===== src/hbsg_pkg.sv =====
package hbsg_pkg;
  localparam int ADDR_W = 17;
  localparam int DATA_W = 8;
  localparam int REG_COUNT = 64;
  localparam int CLK_REG_COUNT = 14;
  localparam int USER_RAM_COUNT = 50;
  localparam logic [ADDR_W-1:0] INT_LO_ADDR = 17'h00000;
  localparam logic [ADDR_W-1:0] INT_HI_ADDR = 17'h0003F;
  localparam logic [DATA_W-1:0] REG_RST_VAL = 8'h00;
  localparam int CLK_PERIOD_NS = 100;
  localparam int PWR_HOLD_MS = 150;
  localparam int PWR_HOLD_CYC = PWR_HOLD_MS * 1000000 / CLK_PERIOD_NS;

  typedef struct packed {
    logic chipEn_n;
    logic outEn_n;
    logic writeEn_n;
    logic [ADDR_W-1:0] addr;
  } hbsg_bus_t;

  typedef struct packed {
    logic ramChipSelect_n;
    logic ramReadGate_n;
  } hbsg_ram_t;
endpackage


===== src/hbsg_sync.sv =====
`timescale 1ns/1ns
module hbsg_sync #(
  parameter int WIDTH = 1,
  parameter logic [WIDTH-1:0] RST_VAL = '0
) (
  // Clock and reset
  input wire logic clock,
  input wire logic rst,
  // Data
  input wire logic [WIDTH-1:0] asyncIn,
  output logic [WIDTH-1:0] syncOut
);
  logic [WIDTH-1:0] stage1_ff;
  logic [WIDTH-1:0] stage2_ff;

  // Two flop synchroniser
  always_ff @(posedge clock or posedge rst)
  begin
    if (rst)
    begin
      stage1_ff <= RST_VAL;
      stage2_ff <= RST_VAL;
    end
    else
    begin
      stage1_ff <= asyncIn;
      stage2_ff <= stage1_ff;
    end
  end

  assign syncOut = stage2_ff;
endmodule // hbsg_sync


===== src/hbsg_host_bus_sram_gating.sv =====
`timescale 1ns/1ns
module hbsg_host_bus_sram_gating #(
  parameter int HOLD_CYC = hbsg_pkg::PWR_HOLD_CYC
) (
  // Clock and reset
  input wire logic clock,
  input wire logic rst,
  // Host bus pins
  input wire hbsg_pkg::hbsg_bus_t hostBus,
  input wire logic [hbsg_pkg::DATA_W-1:0] hostDataIn,
  output logic [hbsg_pkg::DATA_W-1:0] hostDataOut,
  output logic hostDataOe,
  // Supply sensing, high while supply at or above power_fail_threshold
  input wire logic supplyGood,
  // External RAM
  output hbsg_pkg::hbsg_ram_t ramCtrl,
  output logic powerFail_n
);
  import hbsg_pkg::*;

  localparam int BUS_W = $bits(hbsg_bus_t);
  localparam int CNT_W = $clog2(HOLD_CYC + 1);
  localparam int SYNC_W = BUS_W + DATA_W + 1;
  // Strobes idle high through reset, no false write window
  localparam logic [SYNC_W-1:0] SYNC_RST = {3'h7, {(SYNC_W - 3){1'b0}}};

  typedef enum logic [2:0] {
    ST_FAIL = 3'b001,
    ST_HOLD = 3'b010,
    ST_GOOD = 3'b100
  } hbsg_pwr_t;

  hbsg_bus_t busS;
  logic [DATA_W-1:0] dataS;
  logic supplyS;
  logic [DATA_W-1:0] regFile [REG_COUNT];
  hbsg_pwr_t pwrState_ff;
  hbsg_pwr_t nxt_pwrState;
  logic [CNT_W-1:0] holdCnt_ff;
  logic writeAct_ff;
  logic [DATA_W-1:0] dataOut_ff;
  logic powerOk;
  logic isInternal;
  logic writeAct;
  logic writeEnd;
  logic readInt;
  logic readValid_ff;
  logic [CNT_W-1:0] upCnt_ff;

  function automatic logic in_internal(input logic [ADDR_W-1:0] a);
    return (a >= INT_LO_ADDR) && (a <= INT_HI_ADDR);
  endfunction

  hbsg_sync #(.WIDTH(SYNC_W), .RST_VAL(SYNC_RST)) u_sync (
    .clock(clock),
    .rst(rst),
    .asyncIn({hostBus, hostDataIn, supplyGood}),
    .syncOut({busS, dataS, supplyS})
  );

  // Power sequencing
  always_comb
  begin
    nxt_pwrState = pwrState_ff;
    case (pwrState_ff)
      ST_FAIL: if (supplyS) nxt_pwrState = ST_HOLD;
      ST_HOLD:
      begin
        if (!supplyS)
          nxt_pwrState = ST_FAIL;
        else if (holdCnt_ff >= CNT_W'(HOLD_CYC - 1))
          nxt_pwrState = ST_GOOD;
      end
      ST_GOOD: if (!supplyS) nxt_pwrState = ST_FAIL;
      default: nxt_pwrState = ST_FAIL;
    endcase
  end

  always_ff @(posedge clock or posedge rst)
  begin
    if (rst)
      pwrState_ff <= ST_FAIL;
    else
      pwrState_ff <= nxt_pwrState;
  end

  always_ff @(posedge clock or posedge rst)
  begin
    if (rst)
      holdCnt_ff <= '0;
    else if (pwrState_ff == ST_HOLD)
      holdCnt_ff <= holdCnt_ff + CNT_W'(1);
    else
      holdCnt_ff <= '0;
  end

  // Supply good cycles while still blocked
  always_ff @(posedge clock or posedge rst)
  begin
    if (rst)
      upCnt_ff <= '0;
    else if (powerOk || !supplyS)
      upCnt_ff <= '0;
    else if (upCnt_ff != '1)
      upCnt_ff <= upCnt_ff + CNT_W'(1);
  end

  assign powerOk = (pwrState_ff == ST_GOOD);
  assign powerFail_n = powerOk;

  // Address decode, 17 bit flat map with internal overlay
  assign isInternal = in_internal(hostBus.addr);

  // RAM gating is combinational pass through from host pins
  always_comb
  begin
    ramCtrl.ramChipSelect_n = powerOk ? hostBus.chipEn_n : 1'b1;
    ramCtrl.ramReadGate_n = 1'b1;
    if (powerOk && !hostBus.chipEn_n && !isInternal)
      ramCtrl.ramReadGate_n = hostBus.outEn_n;
  end

  // Write window tracking on synchronised strobes
  assign writeAct = !busS.chipEn_n && !busS.writeEn_n;
  assign writeEnd = writeAct_ff && !writeAct;

  always_ff @(posedge clock or posedge rst)
  begin
    if (rst)
      writeAct_ff <= 1'b0;
    else
      writeAct_ff <= writeAct;
  end

  // Internal register file, written at end of write window
  always_ff @(posedge clock or posedge rst)
  begin
    if (rst)
    begin
      for (int i = 0; i < REG_COUNT; i++)
        regFile[i] <= REG_RST_VAL;
    end
    else if (writeEnd && powerOk && in_internal(busS.addr))
      regFile[busS.addr[5:0]] <= dataS;
  end

  assign readInt = powerOk && !busS.chipEn_n && busS.writeEn_n && !busS.outEn_n
                   && in_internal(busS.addr);

  always_ff @(posedge clock or posedge rst)
  begin
    if (rst)
      dataOut_ff <= REG_RST_VAL;
    else if (readInt)
      dataOut_ff <= regFile[busS.addr[5:0]];
  end

  // Read data valid the cycle after a load, readInt delayed by one cycle
  always_ff @(posedge clock or posedge rst)
  begin
    if (rst)
      readValid_ff <= 1'b0;
    else
      readValid_ff <= readInt;
  end

  assign hostDataOut = dataOut_ff;
  // Drivers on only for internal reads
  assign hostDataOe = readValid_ff && readInt && !hostBus.outEn_n && !hostBus.chipEn_n
                      && hostBus.writeEn_n && isInternal;

  // Assertions
  property p_read_gate_internal;
    @(posedge clock) disable iff (rst)
    isInternal |-> ramCtrl.ramReadGate_n;
  endproperty
  a_read_gate_internal: assert property (p_read_gate_internal)
    else $error("RAM read gate active on internal address");
  property p_read_gate_pass;
    @(posedge clock) disable iff (rst)
    (powerOk && !hostBus.chipEn_n && !isInternal) |-> ramCtrl.ramReadGate_n == hostBus.outEn_n;
  endproperty
  a_read_gate_pass: assert property (p_read_gate_pass)
    else $error("RAM read gate not following output enable");
  property p_cs_block;
    @(posedge clock) disable iff (rst)
    !powerOk |-> ramCtrl.ramChipSelect_n;
  endproperty
  a_cs_block: assert property (p_cs_block)
    else $error("RAM chip select active while power bad");
  property p_cs_pass;
    @(posedge clock) disable iff (rst)
    powerOk |-> ramCtrl.ramChipSelect_n == hostBus.chipEn_n;
  endproperty
  a_cs_pass: assert property (p_cs_pass)
    else $error("RAM chip select not following chip enable");
  property p_gate_power;
    @(posedge clock) disable iff (rst)
    (!powerOk || hostBus.chipEn_n) |-> ramCtrl.ramReadGate_n;
  endproperty
  a_gate_power: assert property (p_gate_power)
    else $error("RAM read gate active without power or select");
  property p_pf_low;
    @(posedge clock) disable iff (rst)
    !supplyS |=> !powerFail_n;
  endproperty
  a_pf_low: assert property (p_pf_low)
    else $error("Power fail released while supply low");
  property p_hold;
    @(posedge clock) disable iff (rst)
    (pwrState_ff == ST_FAIL && supplyS) |=> !powerOk [*2];
  endproperty
  a_hold: assert property (p_hold)
    else $error("Recovery hold skipped");
  property p_write;
    @(posedge clock) disable iff (rst)
    (writeEnd && powerOk && in_internal(busS.addr))
      |=> regFile[$past(busS.addr[5:0])] == $past(dataS);
  endproperty
  a_write: assert property (p_write)
    else $error("Internal write not stored");
  property p_no_drive;
    @(posedge clock) disable iff (rst)
    (!hostBus.writeEn_n || !isInternal || hostBus.outEn_n) |-> !hostDataOe;
  endproperty
  a_no_drive: assert property (p_no_drive)
    else $error("Data driven during write or external access");
  property p_read_data;
    @(posedge clock) disable iff (rst)
    hostDataOe |-> hostDataOut == $past(regFile[busS.addr[5:0]]) || $past(writeEnd);
  endproperty
  a_read_data: assert property (p_read_data)
    else $error("Read data mismatch");

  // Protection and decode checks
  property p_write_refused;
    @(posedge clock) disable iff (rst)
    (writeEnd && !in_internal(busS.addr))
      |=> regFile[$past(busS.addr[5:0])] == $past(regFile[busS.addr[5:0]]);
  endproperty
  a_write_refused: assert property (p_write_refused)
    else $error("Register written by external address");
  property p_write_protect;
    @(posedge clock) disable iff (rst)
    (writeEnd && !powerOk)
      |=> regFile[$past(busS.addr[5:0])] == $past(regFile[busS.addr[5:0]]);
  endproperty
  a_write_protect: assert property (p_write_protect)
    else $error("Register written while power bad");
  property p_out_hold;
    @(posedge clock) disable iff (rst)
    !readInt |=> $stable(hostDataOut);
  endproperty
  a_out_hold: assert property (p_out_hold)
    else $error("Read data changed without a read");
  property p_oe_needs_ce;
    @(posedge clock) disable iff (rst)
    hostBus.chipEn_n |-> !hostDataOe;
  endproperty
  a_oe_needs_ce: assert property (p_oe_needs_ce)
    else $error("Data driven without chip enable");
  property p_gate_clock_regs;
    @(posedge clock) disable iff (rst)
    (hostBus.addr < ADDR_W'(CLK_REG_COUNT)) |-> ramCtrl.ramReadGate_n;
  endproperty
  a_gate_clock_regs: assert property (p_gate_clock_regs)
    else $error("RAM read gate active on clock register");
  property p_hold_len;
    @(posedge clock) disable iff (rst)
    $rose(powerOk) |-> upCnt_ff >= CNT_W'(HOLD_CYC);
  endproperty
  a_hold_len: assert property (p_hold_len)
    else $error("Recovery hold shorter than required");
  property p_read_power;
    @(posedge clock) disable iff (rst)
    !powerOk |-> !hostDataOe;
  endproperty
  a_read_power: assert property (p_read_power)
    else $error("Data driven while power bad");
  property p_cs_fail;
    @(posedge clock) disable iff (rst)
    !supplyS |=> ramCtrl.ramChipSelect_n;
  endproperty
  a_cs_fail: assert property (p_cs_fail)
    else $error("RAM chip select not blocked after supply loss");

  c_int_read: cover property (@(posedge clock) disable iff (rst) hostDataOe);
  c_write_refused: cover property (@(posedge clock) disable iff (rst) writeEnd && !powerOk);
  c_int_write: cover property (@(posedge clock) disable iff (rst) writeEnd && powerOk);
  c_ext_read: cover property (@(posedge clock) disable iff (rst) !ramCtrl.ramReadGate_n);
  c_recover: cover property (@(posedge clock) disable iff (rst) $rose(powerOk));
endmodule // hbsg_host_bus_sram_gating


===== config.mk =====
export PLATFORM = sky130hd
export DESIGN_NAME = hbsg_host_bus_sram_gating
export DESIGN_NICKNAME = d
export VERILOG_FILES = /design/src/hbsg_pkg.sv /design/src/hbsg_sync.sv /design/src/hbsg_host_bus_sram_gating.sv
export SDC_FILE = /design/constraint.sdc
export NUM_CORES = 1
export LEC_CHECK = 0
export BUFFER_PORTS_ARGS = -buffer_cell sky130_fd_sc_hd__buf_2
export CAP_MARGIN = 10
export CORE_UTILIZATION = 57
export DETAILED_ROUTE_END_ITERATION = 8
export PLACE_DENSITY = 0.86
export SYNTH_ARGS = -nofsm -noshare
export SYNTH_HDL_FRONTEND = slang
export SYNTH_SLANG_ARGS = --single-unit

===== constraint.sdc =====
create_clock -name clock -period 21.3 [get_ports clock]
set_input_delay 4.26 -clock clock [delete_from_list [all_inputs] [get_ports clock]]
set_output_delay 4.26 -clock clock [all_outputs]
set_load 0.05 [all_outputs]

==> run_results.csv, run 1 <==
group,metric,value,unit
logic_synthesis,yosysWarnings,0,
floorplan,coreArea,46600,um2
floorplan,num_rows,79,
routing,finalWirelength,68900,um
clock_tree,numCtsBuffers,59,
placed_design,place.port_buffers,42,
timing,tightestPinTransition,1.31,ns
clock_tree,clockBufferDepth,3,
status,status,"finished clean",
layout,ff_latch_area,15100,um2
placed_design,dpl.hpwl,41700,um
setup_path,crit_required,17.04,ns
layout,multi_input_area,11200,um2
setup_path,endpoint,"hostDataOe",
setup_path,critPathMostFrequentCell,"buf_2",
setup_path,rrSetupSlack,17.20,ns
logic_synthesis,async_reset_ff_share,100,%
logic_synthesis,yosysSeqAreaShare,56.2,%
placed_design,place_area,27600,um2
timing,fin_crit,9.57,ns
layout,layout-drive-gt1-share,45.7,%
setup_path,crit_path_start,"hostBus[15]",
clock_tree,cts_tree,"yes",
job,drv_cap,0,
clock_tree,post_cts_buffers,0,
setup_path,path_class,"input pin to output port",
timing,tns,0,ns
placed_design,gp_congestion,0.928,
setup_path,path_cells,"buf_2, nor4_1, nand3_1, nor3_1, buf_2",
power,power.static_leakage,14.2,nW
timing,clock_skew,0.0154,ns
logic_synthesis,mappedNetlistArea,26900,um2
routing,drtIter0Drc,1927,
timing,finalSetupViolations,0,
global_route,grt_max_degree,204,
routing,num_vias,16995,
power,peakVddDrop,0.0000874,V
routing,antenna_left,0,
global_route,grt_pass1_wl,107000,um
routing,firstDrtPassIters,7,
floorplan,dieArea,48100,um2
power,power_density,79.6,nW/um2
clock_tree,htreeDepth,2,
timing,rsz0062_at_grt,"no",
clock_tree,clkTransAtPathRegs,0.06,ns
floorplan,die_w,219,um
logic_synthesis,synth-edff-count,0,
timing,final_hold_viol_count,0,
setup_path,cp-start-kind,"input pin",
clock_tree,clkLatencyLatePin,0.64,ns
min_path,hold_class,"flop to flop",
logic_synthesis,syn-num-nets,1921,
floorplan,die_y,219,um
setup_path,slowest_delay,0.32,ns
setup_path,regToRegEndpoint,"hostDataOut[1]$_DFFE_PP0N_",
clock_tree,cts.hold.buffers_added,0,
setup_path,slowest_stage,"nor4_1",
timing,slew_violations,0,
timing,finalCritPeriodShare,44.9,%
clock_tree,clkSinkCount,604,
logic_synthesis,synthCells,1889,
timing,max_freq,0.104,GHz
floorplan,start_util,57.8,%
logic_synthesis,syn_avg_cell_area,14.3,um2
global_route,track_usage,29.6,%
logic_synthesis,synth-seq-cells,604,
setup_path,end_kind,"output port",
layout,fillers,3170,
timing,max_slew_margin,12.7,%
global_route,grt_pass1_vias,17648,
routing,drt-wirelength-per-cell,27.0,um
floorplan,ios,43,
routing,via_per_inst,6.67,
routing,drcViolationCount,0,
global_route,grt_overflow,0,
clock_tree,cts_root_buf,"clkbuf_16",
layout,area_growth_syn_to_layout,10.1,%
layout,antenna_cells,0,
layout,design_area,29600,um2
logic_synthesis,ys_types,71,
clock_tree,cts_resized,0,
setup_path,r2r_cells,7,
setup_path,cp_max_fo,2,
setup_path,cp.arrival,5.31,ns
global_route,antenna_found_initial,1,
logic_synthesis,synth_flop_cell,"dfrtp_1",
layout,nets,1924,
setup_path,r2r-start,"u_sync.syncOut[9]$_DFF_PP0_",
[worst min path at each step]
stage / start / to / slack, ns / cells after the start
finish: u_sync.stage1_ff[1]$_DFF_PP0_ / u_sync.syncOut[1]$_DFF_PP0_ / 0.35 / 0
global route: u_sync.stage1_ff[4]$_DFF_PP0_ / u_sync.syncOut[4]$_DFF_PP0_ / 0.36 / 0
CTS: u_sync.stage1_ff[7]$_DFF_PP0_ / u_sync.syncOut[7]$_DFF_PP0_ / 0.35 / 0
detailed placement: u_sync.stage1_ff[7]$_DFF_PP0_ / u_sync.syncOut[7]$_DFF_PP0_ / 0.33 / 0
global placement: u_sync.stage1_ff[7]$_DFF_PP0_ / u_sync.syncOut[7]$_DFF_PP0_ / 0.33 / 0
floorplan: u_sync.stage1_ff[0]$_DFF_PP0_ / u_sync.syncOut[0]$_DFF_PP0_ / 0.33 / 0
[worst max-delay path, delay by kind of cell]
family | cells | cell delay, ns
AND/OR/NAND/NOR | 3 | 0.66
buffers and inverters | 2 | 0.40
[power breakdown]
part | switching (W) | internal (W)
combinational | 0.0000694 | 0.0000222
clock | 0.000454 | 0.000633
sequential | 0.0000261 | 0.00116
[cells by family (layout without fill, tap and decap cells)]
logic type | Yosys count | after routing | share of synthesized area, %
xor+xnor | 17 | 17 | 0.553
flops | 604 | 604 | 56.2
compound gates | 210 | 210 | 5.79
fa+ha+maj | 1 | 1 | 0.0465
buf+inv | 129 | 181 | 2.06
mux | 658 | 658 | 29.4
simple gates | 270 | 270 | 5.94
[synth_stat cells (5+ instances only)]
| cell | instances | area share, % |
|---|---|---|
| nand2_2 | 14 | 0.33 |
| buf_2 | 30 | 0.56 |
| clkbuf_1 | 65 | 0.91 |
| o22a_1 | 7 | 0.23 |
| nor2_2 | 46 | 1.1 |
| nor3_1 | 8 | 0.15 |
| inv_1 | 5 | 0.070 |
| nor2_1 | 58 | 0.81 |
| nor2_8 | 8 | 0.59 |
| mux4_2 | 51 | 4.3 |
| dfrtp_1 | 597 | 55 |
| and2_1 | 5 | 0.12 |
| buf_1 | 19 | 0.26 |
| a21oi_1 | 29 | 0.54 |
| mux2_2 | 557 | 23 |
| xor2_1 | 14 | 0.46 |
| a22o_1 | 10 | 0.33 |
| nand2_1 | 44 | 0.61 |
| o22ai_1 | 14 | 0.33 |
| or3_1 | 6 | 0.14 |
| a22oi_1 | 23 | 0.64 |
| nor2b_1 | 6 | 0.14 |
| nor4_1 | 6 | 0.14 |
| a221oi_1 | 48 | 1.6 |
| dfstp_2 | 7 | 0.68 |
| a31oi_1 | 7 | 0.16 |
| nor2_4 | 9 | 0.38 |
| nand3_1 | 29 | 0.54 |
| a221o_1 | 5 | 0.19 |
| a32oi_1 | 5 | 0.16 |
| and3_1 | 8 | 0.19 |
| buf_4 | 7 | 0.20 |
| o21ai_0 | 26 | 0.48 |
| mux2i_1 | 50 | 1.9 |
[state kept, by name, indices dropped and copies added (netlist names)]
signal            flops
pwrState_ff           3
holdCnt_ff           21
hostDataOut           8
u_sync.syncOut       29
regFile             512
u_sync.stage1_ff     29
writeAct_ff           1
readValid_ff          1
[final cells by class]
type,instances,area share [%]
clock buffers,87,6.04
repair buffers,64,1.35
flip-flops and latches,604,51.1
clock inverters,23,0.882
inverters,7,0.114
multi-input cells,1156,38.0
well taps,607,2.56
[layer usage]
layer	up-vias	track usage [%]	wire length [um]
met5	-	0	0
met4	0	12.7	2830
met3	189	8.12	6400
met2	852	45.4	32000
met1	8967	39.6	27600
li1	6987	-	-
[stage by stage]
stage | hold WS, ns | setup slack, ns | cells | utilization [%] | power, W
6_report | 0.346 | 11.73 | 2548 | 63.7 | 0.00236
3_3_place_gp | 0.332 | 11.77 | 2438 | 59.3 | 0.00129
3_5_place_dp | 0.335 | 11.74 | 2438 | 59.3 | 0.00129
4_1_cts | 0.346 | 11.74 | 2548 | 63.7 | 0.00237
5_1_grt | 0.356 | 11.68 | 2548 | 63.7 | 0.00242
2_1_floorplan | 0.331 | 0.143 | 1889 | - | 0.00125
[layout by cell type (no fill, tap or decap), types with 10 or more instances in the layout]
cell       count
xor2_1        14
clkbuf_16     59
mux2_2       557
a22o_1        10
a21oi_1       29
clkinv_2      13
nand2_1       44
a221oi_1      48
nand3_1       29
buf_2         42
mux2i_1       50
nor2_1        57
a22oi_1       23
nor2_2        47
o21ai_0       26
o22ai_1       14
buf_4         20
clkbuf_8      21
nand2_2       14
mux4_2        51
dfrtp_1      586
(Power assumes the default switching activity.)
==> run 2: changes to the inputs <==
--- a/config.mk
+++ b/config.mk
@@ -5,6 +5,7 @@
 export SDC_FILE = /design/constraint.sdc
 export NUM_CORES = 1
 export LEC_CHECK = 0
+export ABC_AREA = 1
 export BUFFER_PORTS_ARGS = -buffer_cell sky130_fd_sc_hd__buf_2
 export CAP_MARGIN = 10
 export CORE_UTILIZATION = 57
==> constraint.sdc (replaced) <==
create_clock -name clock -period 7.7 [get_ports clock]
set_input_delay 1.54 -clock clock [delete_from_list [all_inputs] [get_ports clock]]
set_output_delay 1.54 -clock clock [all_outputs]
set_load 0.05 [all_outputs]
==> run 2 against run 1 <==
Synthesized area increased by 5.2%. Worst setup slack worse by 8.3 ns. Register-to-register slack got worse by 14 ns. Largest cell class unchanged.
==> run_results.csv, run 2 <==
group,metric,value,unit
clock_tree,numCtsBuffers,60,
layout,layout-drive-gt1-share,8.59,%
layout,design_area,30500,um2
setup_path,cp_max_fo,10,
routing,antenna_left,0,
logic_synthesis,syn-num-nets,3674,
timing,clock_skew,0.0156,ns
layout,ff_latch_area,15100,um2
power,power_frac_clock,45.1,%
power,power.static_leakage,15.8,nW
setup_path,path_buf_inv,3,
setup_path,path_class,"flop to output port",
logic_synthesis,synth-edff-count,0,
timing,finalSetupViolations,0,
setup_path,cp.arrival,2.71,ns
status,status,"finished clean",
routing,firstDrtPassIters,6,
layout,multi_input_area,11800,um2
global_route,antenna_found_initial,0,
floorplan,die_w,225,um
placed_design,gp_congestion,0.883,
floorplan,ios,43,
logic_synthesis,synth_common_cells,"2,004 x nand2_1, 597 x dfrtp_1, 401 x o21ai_0, 105 x clkbuf_1, 82 x buf_2",
timing,setup_ws,3.45,ns
routing,drtIter0Drc,2766,
routing,via_per_inst,5.56,
timing,tightestPinTransition,1.13,ns
logic_synthesis,synth_flop_cell,"dfrtp_1",
clock_tree,post_cts_buffers,0,
timing,max_slew_margin,24.4,%
routing,num_vias,23708,
clock_tree,clkSinkCount,604,
logic_synthesis,synth_top_area_cell,"dfrtp_1",
setup_path,crit_family,"simple AND/OR/NAND/NOR gates",
global_route,track_usage,28.3,%
power,peakVddDrop,0.000200,V
floorplan,start_util,57.9,%
setup_path,crit_required,6.16,ns
logic_synthesis,synthCells,3642,
global_route,grt_pass1_wl,115000,um
logic_synthesis,synth-seq-cells,604,
power,finalPower,0.00644,W
layout,final_cell_mix,"2,004 x nand2_1, 594 x dfrtp_1, 401 x o21ai_0, 80 x o21ai_1, 70 x nor2_1",
timing,fin_hold_ws,0.345,ns
clock_tree,clockBufferDepth,3,
power,p_sw_share,23.5,%
placed_design,dpl_worst_slack,3.38,ns
setup_path,path_cells,"inv_1, nand3_1, inv_1, nand2_1, nor3_1, nand3_1, nor3_1, buf_2",
logic_synthesis,yosysSeqAreaShare,53.4,%
clock_tree,clkLatencyLatePin,0.63,ns
layout,largest_reg_flops,512,
global_route,grt_overflow,0,
timing,slew_violations,0,
floorplan,num_rows,81,
routing,finalWirelength,69900,um
job,drv_cap,0,
layout,area_growth_syn_to_layout,7.59,%
power,intPower,0.00492,W
layout,final_common_cell,"nand2_1",
clock_tree,cts_resized,0,
logic_synthesis,syn_avg_cell_area,7.78,um2
setup_path,end_kind,"output port",
power,power_density,211,nW/um2
timing,fin_crit,4.25,ns
placed_design,place.port_buffers,42,
routing,drcViolationCount,0,
logic_synthesis,yosys.area.top_type_share,52.8,%
placed_design,dpl.hpwl,39500,um
logic_synthesis,yosysMostFrequentCell,"nand2_1",
routing,drt-wirelength-per-cell,16.4,um
power,p_comb_share,4.7,%
clock_tree,cts_tree,"yes",
floorplan,coreArea,49000,um2
timing,finalCritPeriodShare,55.2,%
timing,max_freq,0.235,GHz
logic_synthesis,synthTopCellsByArea,"dfrtp_1 53%, nand2_1 27%, o21ai_0 7.1%",
power,power_switching,0.00151,W
clock_tree,clkTransAtPathRegs,0.06,ns
floorplan,die_y,225,um
setup_path,slowest_delay,0.48,ns
min_path,hold_class,"flop to flop",
setup_path,slowest_stage,"nand3_1",
clock_tree,htreeDepth,2,
timing,rsz0062_at_grt,"no",
layout,fillers,4073,
logic_synthesis,yosysWarnings,0,
clock_tree,cts_root_buf,"clkbuf_16",
timing,final_hold_viol_count,0,
placed_design,place_area,28500,um2
logic_synthesis,async_reset_ff_share,100,%
layout,nets,3580,
setup_path,r2r_cells,7,
layout,regMostFlops,"regFile",
layout,fin_util,62.2,%
setup_path,critical_path_depth,8,
power,pwr-share-seq,50.2,%
logic_synthesis,mappedNetlistArea,28300,um2
global_route,grt_max_degree,196,
global_route,grt_pass1_vias,22427,
clock_tree,cts.hold.buffers_added,0,
setup_path,cp-start-kind,"flop",
min_path,min_path_cells,0,
logic_synthesis,ys_types,41,
floorplan,dieArea,50600,um2
-- run 2: cell count changes after synthesis, sizes merged, moves of 20 or more --
cell | before | now
mux2 | 557 | 0
mux2i | 50 | 0
a22oi | 23 | 0
nor3 | 8 | 28
buf | 57 | 116
mux4 | 51 | 0
inv | 6 | 64
nor2 | 121 | 78
a221oi | 48 | 0
o21ai | 26 | 521
nand2 | 59 | 2043
clkbuf | 65 | 105
-- run 2: through the flow --
| stage | std cells | TNS (ns) |
|---|---|---|
| detailed placement | 4150 | 0 |
| CTS | 4260 | 0 |
| floorplan | 3642 | -1237.86 |
| global route | 4260 | 0 |
| global placement | 4150 | 0 |
| finish | 4261 | 0 |
-- run 2: cells by family (layout without fill, tap and decap cells) --
kind of cell	after synthesis	count (layout)	share of synthesized area (%)
other	0	1	0
AND/OR/NAND/NOR	2202	2202	31.5
flip-flops	604	604	53.4
adder cells (fa/ha/maj)	1	1	0.0442
XOR/XNOR	3	3	0.0928
buffers and inverters	293	247	4.86
AO/OA/AOI/OAI	539	539	10.1
-- run 2: layer usage --
layer / up-vias / part of all wire (%) / GRT usage (%)
li1: 11232 / - / -
met1: 11278 / 42 / 38.8
met2: 1022 / 46 / 44.3
met3: 176 / 8.5 / 5.59
met4: 0 / 3.9 / 11.7
met5: - / 0 / 0
-- run 2: final cells by class --
type | instances | area share [%]
multi-input cells | 2745 | 38.8
flip-flops and latches | 604 | 49.7
diodes | 1 | 0.00821
clock buffers | 93 | 5.83
repair buffers | 65 | 1.42
inverters | 72 | 0.973
well taps | 664 | 2.73
clock inverters | 17 | 0.583
-- run 2: final timing paths --
check | slack [ns] | endpoint | from
hold / removal | 0.35 | u_sync.syncOut[8]$_DFF_PP0_ | u_sync.stage1_ff[8]$_DFF_PP0_
setup reg to reg | 3.65 | regFile[346]$_DFFE_PP0P_ | u_sync.syncOut[9]$_DFF_PP0_
min in group asynchronous | 1.04 | regFile[45]$_DFFE_PP0P_ | rst
max in group asynchronous | 5.09 | regFile[423]$_DFFE_PP0P_ | rst
hold reg to reg | 0.35 | u_sync.syncOut[8]$_DFF_PP0_ | u_sync.stage1_ff[8]$_DFF_PP0_
setup / recovery | 3.45 | hostDataOe | pwrState_ff[1]$_DFFE_PP0P_
-- run 2: power groups by stage --
stage | registers [W] | clock network [W] | logic [W]
6_report | 0.00323 | 0.00290 | 0.000305
3_5_place_dp | 0.00329 | 0 | 0.000303
4_1_cts | 0.00323 | 0.00293 | 0.000304
3_3_place_gp | 0.00329 | 0 | 0.000300
5_1_grt | 0.00323 | 0.00305 | 0.000333
2_1_floorplan | 0.00327 | 0 | 0.000219
==> run 3: changes to the inputs <==
--- a/config.mk
+++ b/config.mk
@@ -8,9 +8,9 @@
 export ABC_AREA = 1
 export BUFFER_PORTS_ARGS = -buffer_cell sky130_fd_sc_hd__buf_2
 export CAP_MARGIN = 10
-export CORE_UTILIZATION = 57
+export CORE_UTILIZATION = 63
 export DETAILED_ROUTE_END_ITERATION = 8
-export PLACE_DENSITY = 0.86
+export PLACE_DENSITY = 0.9
 export SYNTH_ARGS = -nofsm -noshare
 export SYNTH_HDL_FRONTEND = slang
 export SYNTH_SLANG_ARGS = --single-unit
==> constraint.sdc (replaced) <==
create_clock -name clock -period 4 [get_ports clock]
set_input_delay 0.8 -clock clock [delete_from_list [all_inputs] [get_ports clock]]
set_output_delay 0.8 -clock clock [all_outputs]
set_load 0.05 [all_outputs]
==> run 3 against run 2 <==
Final cell count down 1.4%. Total power up 98%. Combinational power up 100%. Via count up 3.2%. Highest routed layer unchanged.
==> run_results.csv, run 3 (synthesized netlist as in run 2, its figures left out) <==
group,metric,value,unit
routing,finalWirelength,73700,um
floorplan,die_y,214,um
layout,layout-drive-gt1-share,9.03,%
routing,drcViolationCount,0,
power,power_density,416,nW/um2
timing,clock_skew,0.0173,ns
setup_path,slowest_stage,"nand3_1",
setup_path,path_buf_inv,3,
routing,num_vias,24461,
power,power_frac_clock,46.5,%
placed_design,gp_congestion,0.996,
clock_tree,clockBufferDepth,3,
setup_path,cp.arrival,2.71,ns
layout,nets,3596,
power,peakVddDrop,0.000347,V
timing,slew_violations,0,
floorplan,die_w,214,um
routing,antenna_left,0,
timing,tightestPinTransition,1.13,ns
layout,area_growth_syn_to_layout,8.23,%
layout,fillers,3286,
setup_path,path_class,"flop to output port",
layout,largest_reg_flops,512,
power,power_switching,0.00295,W
clock_tree,post_cts_buffers,0,
clock_tree,htreeDepth,2,
timing,rsz0062_at_grt,"no",
placed_design,dp.cells,4094,
timing,tns,0,ns
layout,fin_util,69.2,%
timing,finalSetupViolations,0,
layout,antenna_cells,0,
setup_path,path_cells,"inv_1, nand3_1, inv_1, nand2_1, nor3_1, nand3_1, nor3_1, buf_2",
layout,final_common_cell,"nand2_1",
global_route,antenna_found_initial,1,
floorplan,start_util,63.9,%
clock_tree,numCtsBuffers,60,
layout,final_cell_mix,"2,004 x nand2_1, 594 x dfrtp_1, 401 x o21ai_0, 80 x o21ai_1, 70 x nor2_1",
timing,max_freq,0.285,GHz
routing,drtIter0Drc,3264,
setup_path,crit_required,3.20,ns
routing,via_per_inst,5.82,
timing,final_hold_viol_count,0,
clock_tree,clkTransAtPathRegs,0.06,ns
floorplan,num_rows,77,
job,drv_cap,0,
placed_design,dpl_worst_slack,1.15,ns
floorplan,coreArea,44300,um2
placed_design,place.port_buffers,42,
setup_path,rrSetupSlack,1.06,ns
setup_path,cp-start-kind,"flop",
setup_path,r2r-start,"u_sync.syncOut[9]$_DFF_PP0_",
timing,fin_crit,3.51,ns
power,pwr-share-seq,48.7,%
clock_tree,cts.hold.buffers_added,0,
setup_path,crit_family,"simple AND/OR/NAND/NOR gates",
global_route,grt_pass1_vias,23640,
clock_tree,clkLatencyLatePin,0.63,ns
clock_tree,clkSinkCount,604,
placed_design,dpl.hpwl,44800,um
timing,finalCritPeriodShare,87.6,%
timing,setup_ws,0.494,ns
min_path,holdPathEnd,"u_sync.stage1_ff[3]$_DFF_PP0_",
clock_tree,cts_resized,0,
routing,drt-wirelength-per-cell,17.5,um
timing,max_slew_margin,24.9,%
routing,firstDrtPassIters,7,
global_route,grt_pass1_wl,121000,um
setup_path,end_kind,"output port",
power,power.static_leakage,15.9,nW
status,status,"finished clean",
clock_tree,cts_tree,"yes",
min_path,hp-start,"hostDataIn[2]",
power,intPower,0.00981,W
power,p_comb_share,4.9,%
setup_path,slowest_delay,0.44,ns
setup_path,regToRegEndpoint,"hostDataOut[5]$_DFFE_PP0N_",
global_route,grt_max_degree,142,
clock_tree,cts_root_buf,"clkbuf_16",
layout,regMostFlops,"regFile",
floorplan,dieArea,45800,um2
layout,instances_no_fill,4201,
setup_path,cp_max_fo,10,
min_path,hold_class,"input pin to flop",
floorplan,ios,43,
global_route,grt_overflow,0,
power,p_sw_share,23.1,%
min_path,min_path_cells,1,
setup_path,r2r_cells,14,
global_route,track_usage,32.7,%
run 3: changes by cell type in the layout (fill, tap and decap cells not counted), sizes merged:
| cell | change |
|---|---|
| buf | +16 |
| clkbuf | -8 |
| inv | -1 |
| diode | -1 |
| clkinv | -1 |
| clkinvlp | +1 |
| bufinv | +6 |
run 3: stage by stage:
step	hold slack [ns]	cell area, um2	power [W]
finish	0.276	30700	0.0128
global placement	0.333	28600	0.00692
global route	0.264	30700	0.0131
detailed placement	0.335	28600	0.00693
CTS	0.261	30700	0.0128
floorplan	0.331	28300	0.00672
run 3: power by group through the flow:
| stage | combinational, W | clock [W] | sequential [W] |
|---|---|---|---|
| after floorplan | 0.000421 | 0 | 0.00630 |
| after detailed placement | 0.000613 | 0 | 0.00632 |
| after global routing | 0.000677 | 0.00618 | 0.00621 |
| after CTS | 0.000616 | 0.00594 | 0.00621 |
| after global placement | 0.000611 | 0 | 0.00631 |
| final | 0.000622 | 0.00592 | 0.00621 |
run 3: worst max path at each step:
stage | startpoint | slack [ns] | depth (start not counted) | to
2_1_floorplan | rst | -5.03 | 1 | holdCnt_ff[0]$_DFF_PP0_
3_3_place_gp | pwrState_ff[1]$_DFFE_PP0P_ | 1.21 | 8 | hostDataOe
6_report | pwrState_ff[1]$_DFFE_PP0P_ | 0.49 | 8 | hostDataOe
5_1_grt | pwrState_ff[1]$_DFFE_PP0P_ | 0.41 | 8 | hostDataOe
4_1_cts | pwrState_ff[1]$_DFFE_PP0P_ | 0.51 | 8 | hostDataOe
3_5_place_dp | pwrState_ff[1]$_DFFE_PP0P_ | 1.15 | 8 | hostDataOe
run 3: final cells by class:
cell class	instances	area [um2]	area share (%)
Clock inverter	22	340	1.11
Clock buffer	85	1720	5.60
Multi-Input combinational cell	2745	11800	38.6
Sequential cell	604	15100	49.4
Tap cell	592	741	2.42
Timing Repair Buffer	81	603	1.97
Inverter	72	297	0.967
run 3: layer usage:
metal | GRT usage, % | share of wire [%] | wire length [um]
met5 | 0 | 0 | 0
met4 | 17.4 | 5.5 | 4050
met3 | 8.00 | 10 | 7440
met2 | 50.6 | 45 | 33500
met1 | 42.8 | 39 | 28700
